==> src/logic/oad_pkg.sv <==
// Shared constants and carrier types for the operand addressing decoder
package oad_pkg;

    // Data widths
    localparam int ACC_W = 4;
    localparam int PAIR_W = 8;
    localparam int BITPOS_W = 2;
    localparam int BANK_W = 4;
    localparam int DADDR_W = 8;
    localparam int PC_W = 12;
    localparam int SCALL_W = 11;

    // Data-memory banks
    localparam logic [3:0] BANK_LOW = 4'h0;
    localparam logic [3:0] BANK_HIGH = 4'hF;
    localparam logic [7:0] LOW_AREA_TOP = 8'h7F;

    // Fast and peripheral memory windows
    localparam logic [11:0] FMEM_A_LO = 12'hFB0;
    localparam logic [11:0] FMEM_A_HI = 12'hFBF;
    localparam logic [11:0] FMEM_B_LO = 12'hFF0;
    localparam logic [11:0] FMEM_B_HI = 12'hFFF;
    localparam logic [11:0] PMEM_LO = 12'hFC0;
    localparam logic [11:0] PMEM_HI = 12'hFFF;

    // Table-call vector window
    localparam logic [11:0] TADDR_LO = 12'h020;
    localparam logic [11:0] TADDR_HI = 12'h07F;

    // Short relative branch reach
    localparam int REL_BACK_MIN = -15;
    localparam int REL_BACK_MAX = -1;
    localparam int REL_FWD_MIN = 2;
    localparam int REL_FWD_MAX = 16;

    // Extra machine cycles for a skip
    localparam logic [1:0] SKIP_NONE = 2'h0;
    localparam logic [1:0] SKIP_SHORT = 2'h1;
    localparam logic [1:0] SKIP_LONG = 2'h2;

    // Reset values
    localparam logic [7:0] RST_PAIR = 8'h00;
    localparam logic [1:0] RST_SKIP = 2'h0;

    typedef enum logic [2:0] {
        DM_DIRECT = 3'h0,
        DM_PTR_PAIR = 3'h1,
        DM_PTR_GROUP = 3'h2,
        DM_FAST = 3'h3,
        DM_PERIPH = 3'h4
    } oad_dmode_t;

    typedef enum logic [1:0] {
        PM_TABLE_CALL = 2'h0,
        PM_PAGE_CALL = 2'h1,
        PM_SHORT_CALL = 2'h2,
        PM_REL_BRANCH = 2'h3
    } oad_pmode_t;

    typedef struct packed {
        logic valid;
        oad_dmode_t mode;
        logic [11:0] operand;
        logic [7:0] pointer;
        logic wide;
        logic [1:0] bitPos;
        logic useCarry;
        logic [3:0] readNibble;
    } oad_data_req_t;

    typedef struct packed {
        logic valid;
        logic err;
        logic [3:0] activeDataBank;
        logic [7:0] addr;
        logic [3:0] bitSelect;
        logic bitValue;
    } oad_data_rsp_t;

    typedef struct packed {
        logic valid;
        oad_pmode_t mode;
        logic [11:0] operand;
        logic [11:0] pc;
    } oad_pc_req_t;

    typedef struct packed {
        logic valid;
        logic err;
        logic [11:0] target;
    } oad_pc_rsp_t;

    typedef struct packed {
        logic valid;
        logic taken;
        logic absoluteBranchOp;
        logic absoluteRangeBranchOp;
        logic absoluteCallOp;
        logic absoluteRangeCallOp;
    } oad_skip_req_t;

    typedef struct packed {
        logic valid;
        logic [1:0] extraCycles;
        logic busy;
    } oad_skip_rsp_t;

endpackage : oad_pkg

==> src/logic/oad_operand_decoder.sv <==
// Operand decoder: data-bank selection, program address checks, skip cost
// Contract
// RQ1: The accumulator is 4 bits and the paired accumulator joins two nibbles into 8 bits.
// RQ2: The carry bit acts as a one-bit accumulator usable as bit-operand source or destination.
// RQ3: An 8-bit transfer through a direct memory operand may only address an even nibble location.
// RQ4: The bit-position field is 2 bits and picks one of four bits in a nibble.
// RQ5: Indirect accesses through the pointer group always use bank 0, whatever the bank state.
// RQ6: Fast and peripheral operands always use bank 15 and must lie inside their fixed windows.
// RQ7: Direct and pointer-pair accesses use the selected bank if enabled, else bank 0 or 15.
// RQ8: A table-call operand must be an even vector address from 20H to 7FH.
// RQ9: The in-page call operand is a 12-bit field and the short call operand an 11-bit field.
// RQ10: A short relative branch target lies 15 to 1 below or 2 to 16 above the current address.
// RQ11: A skip instruction that does not skip costs no extra machine cycle.
// RQ12: Skipping a one- or two-byte instruction costs one extra machine cycle.
// RQ13: Skipping a three-byte instruction costs two extra machine cycles.
// RQ14: Exactly the four absolute branch and call forms count as three-byte instructions.
`timescale 1ns/1ps
module oad_operand_decoder (
    // Clock and reset
    input wire logic clk_sys,
    input wire logic reset,
    // Bank state
    input wire logic bankEnableFlag,
    input wire logic [3:0] bankSelectRegister,
    // Accumulator nibbles and carry
    input wire logic [oad_pkg::ACC_W-1:0] accLow,
    input wire logic [oad_pkg::ACC_W-1:0] accHigh,
    input wire logic carryBit,
    // Data operand request and answer
    input wire oad_pkg::oad_data_req_t dataReq,
    output oad_pkg::oad_data_rsp_t dataRsp,
    output logic [oad_pkg::PAIR_W-1:0] pairedAccumulator,
    // Program operand request and answer
    input wire oad_pkg::oad_pc_req_t pcReq,
    output oad_pkg::oad_pc_rsp_t pcRsp,
    // Skip request and answer
    input wire oad_pkg::oad_skip_req_t skipReq,
    output oad_pkg::oad_skip_rsp_t skipRsp
);
    import oad_pkg::*;

    typedef struct packed {
        oad_data_rsp_t data;
        oad_pc_rsp_t pc;
        oad_skip_rsp_t skip;
        logic [1:0] skipLeft;
        logic [PAIR_W-1:0] pair;
    } oad_state_t;

    oad_state_t state_q;
    oad_state_t state_d;

    function automatic logic inWindow(input logic [11:0] a, input logic [11:0] lo,
                                      input logic [11:0] hi);
        return (a >= lo) && (a <= hi);
    endfunction : inWindow

    // Bank for direct and pointer-pair operands
    function automatic logic [3:0] pagedBank(input logic en, input logic [3:0] sel,
                                             input logic [7:0] a);
        logic [3:0] b;
        b = BANK_LOW;
        if (en) begin
            b = sel; // RQ7
        end else if (a > LOW_AREA_TOP) begin
            b = BANK_HIGH; // RQ7
        end
        return b;
    endfunction : pagedBank

    function automatic logic relReach(input logic [11:0] pc, input logic [11:0] t);
        logic signed [12:0] d;
        d = $signed({1'b0, t}) - $signed({1'b0, pc});
        return ((d >= REL_BACK_MIN) && (d <= REL_BACK_MAX)) ||
               ((d >= REL_FWD_MIN) && (d <= REL_FWD_MAX)); // RQ10
    endfunction : relReach

    logic threeByte;
    logic [11:0] fullOp;

    always_comb begin
        state_d = state_q;
        fullOp = dataReq.operand;
        threeByte = skipReq.absoluteBranchOp | skipReq.absoluteRangeBranchOp |
                    skipReq.absoluteCallOp | skipReq.absoluteRangeCallOp; // RQ14

        // Paired accumulator, X high nibble over A low nibble
        state_d.pair = {accHigh, accLow}; // RQ1

        // Data operand
        state_d.data.valid = dataReq.valid;
        if (dataReq.valid) begin
            state_d.data.err = 1'b0;
            state_d.data.bitSelect = 4'h1 << dataReq.bitPos; // RQ4
            // Carry doubles as the bit accumulator
            state_d.data.bitValue = dataReq.useCarry ? carryBit
                                  : dataReq.readNibble[dataReq.bitPos]; // RQ2
            case (dataReq.mode)
                DM_DIRECT: begin
                    state_d.data.addr = fullOp[7:0];
                    state_d.data.activeDataBank =
                        pagedBank(bankEnableFlag, bankSelectRegister, fullOp[7:0]);
                    // Pair transfer needs even base so the odd partner follows
                    if (dataReq.wide && fullOp[0]) begin
                        state_d.data.err = 1'b1; // RQ3
                    end
                end
                DM_PTR_PAIR: begin
                    state_d.data.addr = dataReq.pointer;
                    state_d.data.activeDataBank =
                        pagedBank(bankEnableFlag, bankSelectRegister, dataReq.pointer);
                end
                DM_PTR_GROUP: begin
                    state_d.data.addr = dataReq.pointer;
                    state_d.data.activeDataBank = BANK_LOW; // RQ5
                end
                DM_FAST: begin
                    state_d.data.addr = fullOp[7:0];
                    state_d.data.activeDataBank = BANK_HIGH; // RQ6
                    state_d.data.err = !(inWindow(fullOp, FMEM_A_LO, FMEM_A_HI) ||
                                         inWindow(fullOp, FMEM_B_LO, FMEM_B_HI)); // RQ6
                end
                DM_PERIPH: begin
                    state_d.data.addr = fullOp[7:0];
                    state_d.data.activeDataBank = BANK_HIGH; // RQ6
                    state_d.data.err = !inWindow(fullOp, PMEM_LO, PMEM_HI); // RQ6
                end
                default: begin
                    state_d.data.addr = fullOp[7:0];
                    state_d.data.activeDataBank = BANK_LOW;
                    state_d.data.err = 1'b1;
                end
            endcase
        end

        // Program operand
        state_d.pc.valid = pcReq.valid;
        if (pcReq.valid) begin
            state_d.pc.target = pcReq.operand;
            state_d.pc.err = 1'b0;
            case (pcReq.mode)
                PM_TABLE_CALL: begin
                    state_d.pc.err = !inWindow(pcReq.operand, TADDR_LO, TADDR_HI) ||
                                     pcReq.operand[0]; // RQ8
                end
                PM_PAGE_CALL: begin
                    state_d.pc.target = pcReq.operand[PC_W-1:0]; // RQ9
                end
                PM_SHORT_CALL: begin
                    // Upper bit forced low; a set bit is a malformed field
                    state_d.pc.target = {1'b0, pcReq.operand[SCALL_W-1:0]}; // RQ9
                    state_d.pc.err = pcReq.operand[SCALL_W]; // RQ9
                end
                PM_REL_BRANCH: begin
                    state_d.pc.err = !relReach(pcReq.pc, pcReq.operand); // RQ10
                end
                default: begin
                    state_d.pc.err = 1'b1;
                end
            endcase
        end

        // Skip cost; a new request is ignored while a pass-over is running
        state_d.skip.valid = 1'b0;
        if (state_q.skipLeft != 2'h0) begin
            state_d.skipLeft = state_q.skipLeft - 2'h1;
        end else if (skipReq.valid) begin
            state_d.skip.valid = 1'b1;
            if (!skipReq.taken) begin
                state_d.skip.extraCycles = SKIP_NONE; // RQ11
            end else if (threeByte) begin
                state_d.skip.extraCycles = SKIP_LONG; // RQ13
            end else begin
                state_d.skip.extraCycles = SKIP_SHORT; // RQ12
            end
            state_d.skipLeft = state_d.skip.extraCycles;
        end
        state_d.skip.busy = (state_d.skipLeft != 2'h0);
    end

    always_ff @(posedge clk_sys) begin
        if (reset) begin
            state_q <= '0;
            state_q.pair <= RST_PAIR;
            state_q.skipLeft <= RST_SKIP;
        end else begin
            state_q <= state_d;
        end
    end

    assign dataRsp = state_q.data;
    assign pcRsp = state_q.pc;
    assign skipRsp = state_q.skip;
    assign pairedAccumulator = state_q.pair;

endmodule : oad_operand_decoder

==> config.mk <==
export PLATFORM = sky130hd
export DESIGN_NAME = oad_operand_decoder
export DESIGN_NICKNAME = d
export VERILOG_FILES = /design/src/logic/oad_pkg.sv /design/src/logic/oad_operand_decoder.sv
export SDC_FILE = /design/constraint.sdc
export NUM_CORES = 1
export LEC_CHECK = 0
export ABC_AREA = 0
export BUFFER_PORTS_ARGS = -buffer_cell sky130_fd_sc_hd__buf_2
export CAP_MARGIN = 5
export CORE_ASPECT_RATIO = 1.75
export CORE_UTILIZATION = 48
export CTS_CLUSTER_DIAMETER = 100
export CTS_CLUSTER_SIZE = 16
export DETAILED_ROUTE_END_ITERATION = 8
export GPL_TIMING_DRIVEN = 0
export PLACE_DENSITY = 0.8
export SLEW_MARGIN = 15
export SYNTH_ARGS = -nofsm -noshare
export SYNTH_HDL_FRONTEND = slang
export SYNTH_SLANG_ARGS = --single-unit
export TNS_END_PERCENT = 1
==> constraint.sdc <==
create_clock -name clk_sys -period 2.8 [get_ports clk_sys]
set_input_delay 0.28 -clock clk_sys [delete_from_list [all_inputs] [get_ports clk_sys]]
set_output_delay 0.28 -clock clk_sys [all_outputs]
set_load 0.005 [all_outputs]
==> impl_metrics.csv, run 1 <==
group,metric,value,unit
drt,drt_wl_total,7260,um
cells_and_area,final_cell_mix,"122 x buf_2, 47 x dfxtp_1, 45 x buf_4",
timing,clock.fmax,382,MHz
critical_path,cp.required,3.01,ns
synth,synthCells,355,
critical_path,reg2reg_from,"pcRsp[12]",
clock_network,numCtsBuffers,5,
critical_path,end_kind,"flip-flop",
worst_hold_path,holdPathStages,2,
die,initial_utilization,50.0,%
cells_and_area,final_nets,578,
die,die_area,6450,um^2
synth,ys.flop_type,"dfxtp_1",
critical_path,critPathMaxFanout,3,
clock_network,clock_path_buffers,2,
worst_hold_path,worstHoldStart,"accLow[2]",
timing,post-route-period-util,93.4,%
placement,post-dp-hpwl,5900,um
timing,period_needed,2.61,ns
cells_and_area,fillCellCount,559,
cells_and_area,ff_latch_area,941,um^2
synth,synth.distinct_cells,52,
synth,ys_warn_count,0,
critical_path,critPathArrivalTime,2.83,ns
placement,place.gp.congestion,0.966,
pwr,leakage,1.86,nW
timing,setup_viol,0,
cells_and_area,final_common_cell,"buf_2",
cells_and_area,post-route-util,63.7,%
worst_hold_path,hold_path_class,"in2reg",
global_routing,grt_max_degree,17,
global_routing,grt_pass1_wl,11500,um
synth,syn_nets,449,
synth,syn_area,2940,um^2
critical_path,r2r_setup_slack,0.95,ns
cells_and_area,multi_input_area,1540,um^2
critical_path,cp-start-kind,"primary input",
drt,drt.antenna.violating_nets,0,
global_routing,grt_antenna_before_repair,0,
synth,ys_ff_latch,47,
timing,rsz0062_at_grt,"false",
die,dieHeight,106,um
worst_hold_path,worstHoldEndpoint,"pairedAccumulator[2]",
die,pin_count,126,
synth,synth_area_per_cell,8.28,um^2
timing,worst_slew_pin_slew,0.850,ns
outcome,status,"finished, final reports clean",
clock_network,htreeDepth,2,
critical_path,r2r_cells,7,
die,rows,37,
drt,drc,0,
timing,finalClockSkew,0.00464,ns
timing,hold_viol_final,0,
drt,via_per_inst,5.17,
job,cap_violations,0,
clock_network,cts_root_buf,"clkbuf_8",
die,die_w,61.2,um
pwr,p_per_area,431,nW/um^2
cells_and_area,area_growth,27.5,%
pwr,p_total,1.61,mW
cells_and_area,num_antenna_cells,0,
global_routing,grt_pass1_vias,2778,
drt,drt_first_pass_iters,4,
pwr,ir_drop,0.325,mV
drt,avgRoutedWirePerCell,12.9,um
drt,vias,2911,
global_routing,grt_overflow_total,0,
timing,slew_viol_final,0,
timing,max_slew_margin,43.1,%
die,core,5880,um^2
clock_network,worstSkewPairLatency,0.31,ns
clock_network,post_cts_buffers,0,
critical_path,critPathKind,"in2reg",
placement,io_buffers,122,
global_routing,grt_usage,23.7,%
clock_network,tritoncts_num_sinks,47,
clock_network,cts_tree,"yes",
synth,ys_async_sr_fraction,0,%
critical_path,timing.rr.end,"pcRsp[12]",
cells_and_area,drive_gt1_share,38.8,%
synth,ys_seq_area_share,32.0,%
synth,synth-edff-count,0,
clock_network,clkTransAtPathRegs,0.10,ns
drt,dr.first_iter.drc_count,97,
-- worst max-delay path: stages --
cell and delay, ns:
buf_2 0.12, inv_1 0.06, ha_1 0.17, inv_1 0.06
fa_1 0.40, a21o_1 0.22, a21oi_1 0.18, xnor2_1 0.24
nand2_1 0.08, mux2_1 0.33, or4_1 0.48, o211a_1 0.21
-- metal layers --
layer / share of wire, % / up-vias / global-route usage, %
met2: 57 / 112 / 45.9
met3: 5.2 / 19 / 4.91
met5: 0 / - / 0
li1: - / 1446 / -
met1: 35 / 1334 / 21.2
met4: 3.4 / 0 / 11.7
-- registers in the layout, summed over array words and instances (netlist names) --
| name | cells |
|---|---|
| dataRsp | 19 |
| state_q | 2 |
| skipRsp | 4 |
| pairedAccumulator | 8 |
| pcRsp | 14 |
-- metrics by stage --
stage / hold slack [ns] / TNS, ns / setup WS [ns] / std cells / instance area (um^2)
finish: 0.173 / 0 / 0.185 / 563 / 3750
global route: 0.175 / 0 / 0.0272 / 563 / 3750
CTS: 0.166 / 0 / 0.204 / 563 / 3740
detailed placement: 0.453 / -0.143 / -0.143 / 555 / 3650
global placement: 0.441 / -0.124 / -0.124 / 555 / 3650
floorplan: 0.408 / 0 / 0.269 / 355 / 2940
-- final cells by class --
| cell class | count | share of cell area (%) |
|---|---|---|
| Tap cell | 78 | 2.61 |
| Timing Repair Buffer | 122 | 16.3 |
| Clock buffer | 5 | 1.84 |
| Multi-Input combinational cell | 232 | 41.2 |
| Buffer | 58 | 10.5 |
| Inverter | 18 | 1.80 |
| Sequential cell | 47 | 25.1 |
| Clock inverter | 3 | 0.635 |
-- cells by family after synthesis --
kind of cell	share of synthesized area [%]
adders and majority gates	5.79
AOI/OAI and AO/OA	16.3
buffers and inverters	15.7
and+or+nand+nor	19.5
DFF	32.0
muxes	8.64
xor gates and xnor gates	2.09
-- cells in the mapped netlist (all sizes together), types with 2 or more instances --
cell      n  share of area (%)
xor2      2               0.60
inv      17                2.2
o2111ai   2               0.81
nand4     2               0.43
or3       3               0.64
buf      48                 12
nor2     39                5.0
o211ai    4                1.0
mux2i    22                7.5
xnor2     5                1.5
o41ai     2               0.60
nor3     13                2.4
nand2    21                2.7
dfxtp    47                 32
a21o      2               0.51
a21oi    31                5.4
a31oi     2               0.43
nor2b    14                3.0
nor3b     2               0.51
nand3     6                1.0
o21a      2               0.55
nand2b    6                1.3
ha       12                5.1
and3      2               0.64
nor4      2               0.43
clkbuf   10                1.3
o21ai    10                1.7
a211oi   10                2.6
or2       2               0.43
-- how the worst max path moves through the flow --
stage	startpoint	end	slack [ns]	depth (start not counted)
final	pcReq[12]	pcRsp[12]	0.19	12
after global routing	pcReq[12]	pcRsp[12]	0.03	12
after CTS	pcReq[12]	pcRsp[12]	0.20	12
after detailed placement	pcReq[12]	pcRsp[12]	-0.14	12
after global placement	pcReq[12]	pcRsp[12]	-0.12	12
after floorplan	pcReq[12]	pcRsp[12]	0.27	11
-- power by group --
part / switching, mW / internal [mW]
Sequential: 0.0172 / 0.707
Clock: 0.247 / 0.179
Combinational: 0.231 / 0.232
-- repair_timing --
action / in CTS / in global routing
resized for setup: 0 / 2
endpoints found under the setup margin: 0 / 1
hold buffers: 0 / 0
Note: power is estimated with default switching activity, not from simulation.
==> run 2: changes to the inputs <==
- CELL_PAD_IN_SITES_DETAIL_PLACEMENT: unset -> 1
- CELL_PAD_IN_SITES_GLOBAL_PLACEMENT: unset -> 2
- CORE_UTILIZATION: 48 -> 26
- PLACE_DENSITY: 0.8 -> unset
- PLACE_DENSITY_LB_ADDON: unset -> 0.1
==> impl_metrics.csv, run 2 (synthesis results as in run 1) <==
group,metric,value,unit
outcome,status,"finished, final reports clean",
pwr,comb_power_share,25.9,%
global_routing,grt_max_degree,14,
placement,post-place-ws,-0.193,ns
critical_path,reg2reg_from,"pcRsp[12]",
pwr,p_int,1.36,mW
critical_path,crit_buf_inv,3,
drt,vias,2873,
timing,post-route-period-util,94.5,%
worst_hold_path,hold_path_class,"in2reg",
clock_network,tritoncts_num_sinks,47,
critical_path,cp_slowest_stage_delay,0.47,ns
critical_path,cp-start-kind,"primary input",
job,cap_violations,0,
pwr,clock_power_share,35.1,%
worst_hold_path,worstHoldStart,"accLow[2]",
drt,drc,0,
die,die_area,11800,um^2
global_routing,grt_usage,16.0,%
drt,via_per_inst,4.65,
pwr,seq_power_share,39.0,%
critical_path,cp_common_cell,"inv_1",
die,initial_utilization,26.6,%
timing,finalClockSkew,0.000852,ns
clock_network,htreeDepth,2,
clock_network,numCtsBuffers,5,
placement,place.gp.congestion,0.823,
critical_path,critical_path.top_delay_family,"compound AO/OA/AOI/OAI gates",
clock_network,cts_tree,"yes",
placement,post-dp-hpwl,7760,um
clock_network,cts_root_buf,"clkbuf_16",
timing,worst_slew_pin_slew,0.926,ns
cells_and_area,final_cell_mix,"122 x buf_2, 47 x buf_4, 47 x dfxtp_1",
cells_and_area,drive_gt1_share,38.7,%
timing,clock.fmax,378,MHz
clock_network,worstSkewPairLatency,0.28,ns
clock_network,clkTransAtPathRegs,0.06,ns
critical_path,critPathArrivalTime,2.82,ns
die,die_w,82.4,um
drt,dr.first_iter.drc_count,44,
die,pin_count,126,
global_routing,grt_pass1_wl,13900,um
pwr,p_switching,0.500,mW
timing,slew_viol_final,0,
cells_and_area,num_antenna_cells,0,
pwr,leakage,1.91,nW
pwr,p_total,1.86,mW
pwr,switching_share,26.8,%
critical_path,end_kind,"flip-flop",
pwr,p_per_area,478,nW/um^2
die,core,11000,um^2
cells_and_area,area_growth,32.6,%
global_routing,grt_overflow_total,0,
critical_path,cp.required,2.98,ns
timing,setup_viol,0,
cells_and_area,final_nets,580,
critical_path,critPathKind,"in2reg",
cells_and_area,largest_reg_flops,19,
pwr,ir_drop,0.259,mV
timing,setup_ws,0.155,ns
global_routing,grt_antenna_before_repair,0,
drt,drt_wl_total,8980,um
critical_path,critPathMaxFanout,3,
critical_path,worstPathCellList,"buf_2, inv_1, ha_1, inv_1, fa_1, a21o_1, a21oi_1, xnor2_2, nand2_1, mux2_1, or4_1, o211a_1",
critical_path,slowest_stage,"or4_1",
drt,drt_first_pass_iters,4,
global_routing,grt_pass1_vias,2920,
drt,avgRoutedWirePerCell,14.5,um
critical_path,critPathLaunch,"pcReq[12]",
die,dieHeight,143,um
timing,period_needed,2.64,ns
timing,hold_viol_final,0,
cells_and_area,fillCellCount,1404,
die,rows,51,
drt,drt.antenna.violating_nets,0,
timing,max_slew_margin,38.1,%
clock_network,clock_path_buffers,2,
cells_and_area,final_common_cell,"buf_2",
placement,io_buffers,122,
-- run 2: changes by cell type in the layout (fill, tap and decap cells not counted), moves of 2 or more --
cell | previous run | this run
clkbuf_8 | 5 | 0
clkinvlp_4 | 2 | 0
buf_4 | 45 | 47
clkbuf_16 | 0 | 5
-- run 2: final cells by class --
class	instances	area [um^2]	share of cell area, %
Timing Repair Buffer	124	626	16.1
Inverter	18	67.6	1.73
Multi-Input combinational cell	232	1540	39.6
Clock buffer	6	129	3.31
Clock inverter	1	30.0	0.771
Buffer	58	394	10.1
Sequential cell	47	941	24.1
Tap cell	132	165	4.24
-- run 2: metrics by stage --
stage          std cells  setup TNS [ns]  utilization, %  cell area (um^2)  hold WS (ns)
2_1_floorplan        355               0               -              2940         0.408
3_3_place_gp         609          -0.200            33.7              3710         0.440
3_5_place_dp         609          -0.193            33.7              3710         0.454
4_1_cts              616               0            35.1              3870         0.192
5_1_grt              618         -0.0238            35.3              3900         0.201
6_report             618               0            35.3              3900         0.204
-- run 2: final timing paths --
path                                              to  slack (ns)  depth (start not counted)
worst min register to register            skipRsp[1]        0.46                          2
worst min-delay path            pairedAccumulator[2]        0.20                          2
worst max register to register             pcRsp[12]        0.99                          7
worst max-delay path                       pcRsp[12]        0.16                         12
-- run 2: repair_timing --
action                                  4_1_cts  5_1_grt
hold buffers                                  0        0
resized for setup                             0        1
setup buffers                                 0        2
hold endpoints to repair                      0        0
endpoints found under the setup margin        0        1
-- run 2: routing by layer --
layer / GRT usage (%) / wire length [um]
met2: 33.1 / 5480
met3: 3.19 / 421
met4: 7.11 / 204
met1: 13.5 / 2880
met5: 0 / 0
-- run 2: power groups by stage --
stage	registers, mW	clock network, mW	logic [mW]
after floorplan	0.735	0	0.302
after global placement	0.739	0	0.477
after detailed placement	0.741	0	0.484
after CTS	0.726	0.682	0.486
after global routing	0.730	0.707	0.536
final	0.726	0.654	0.483
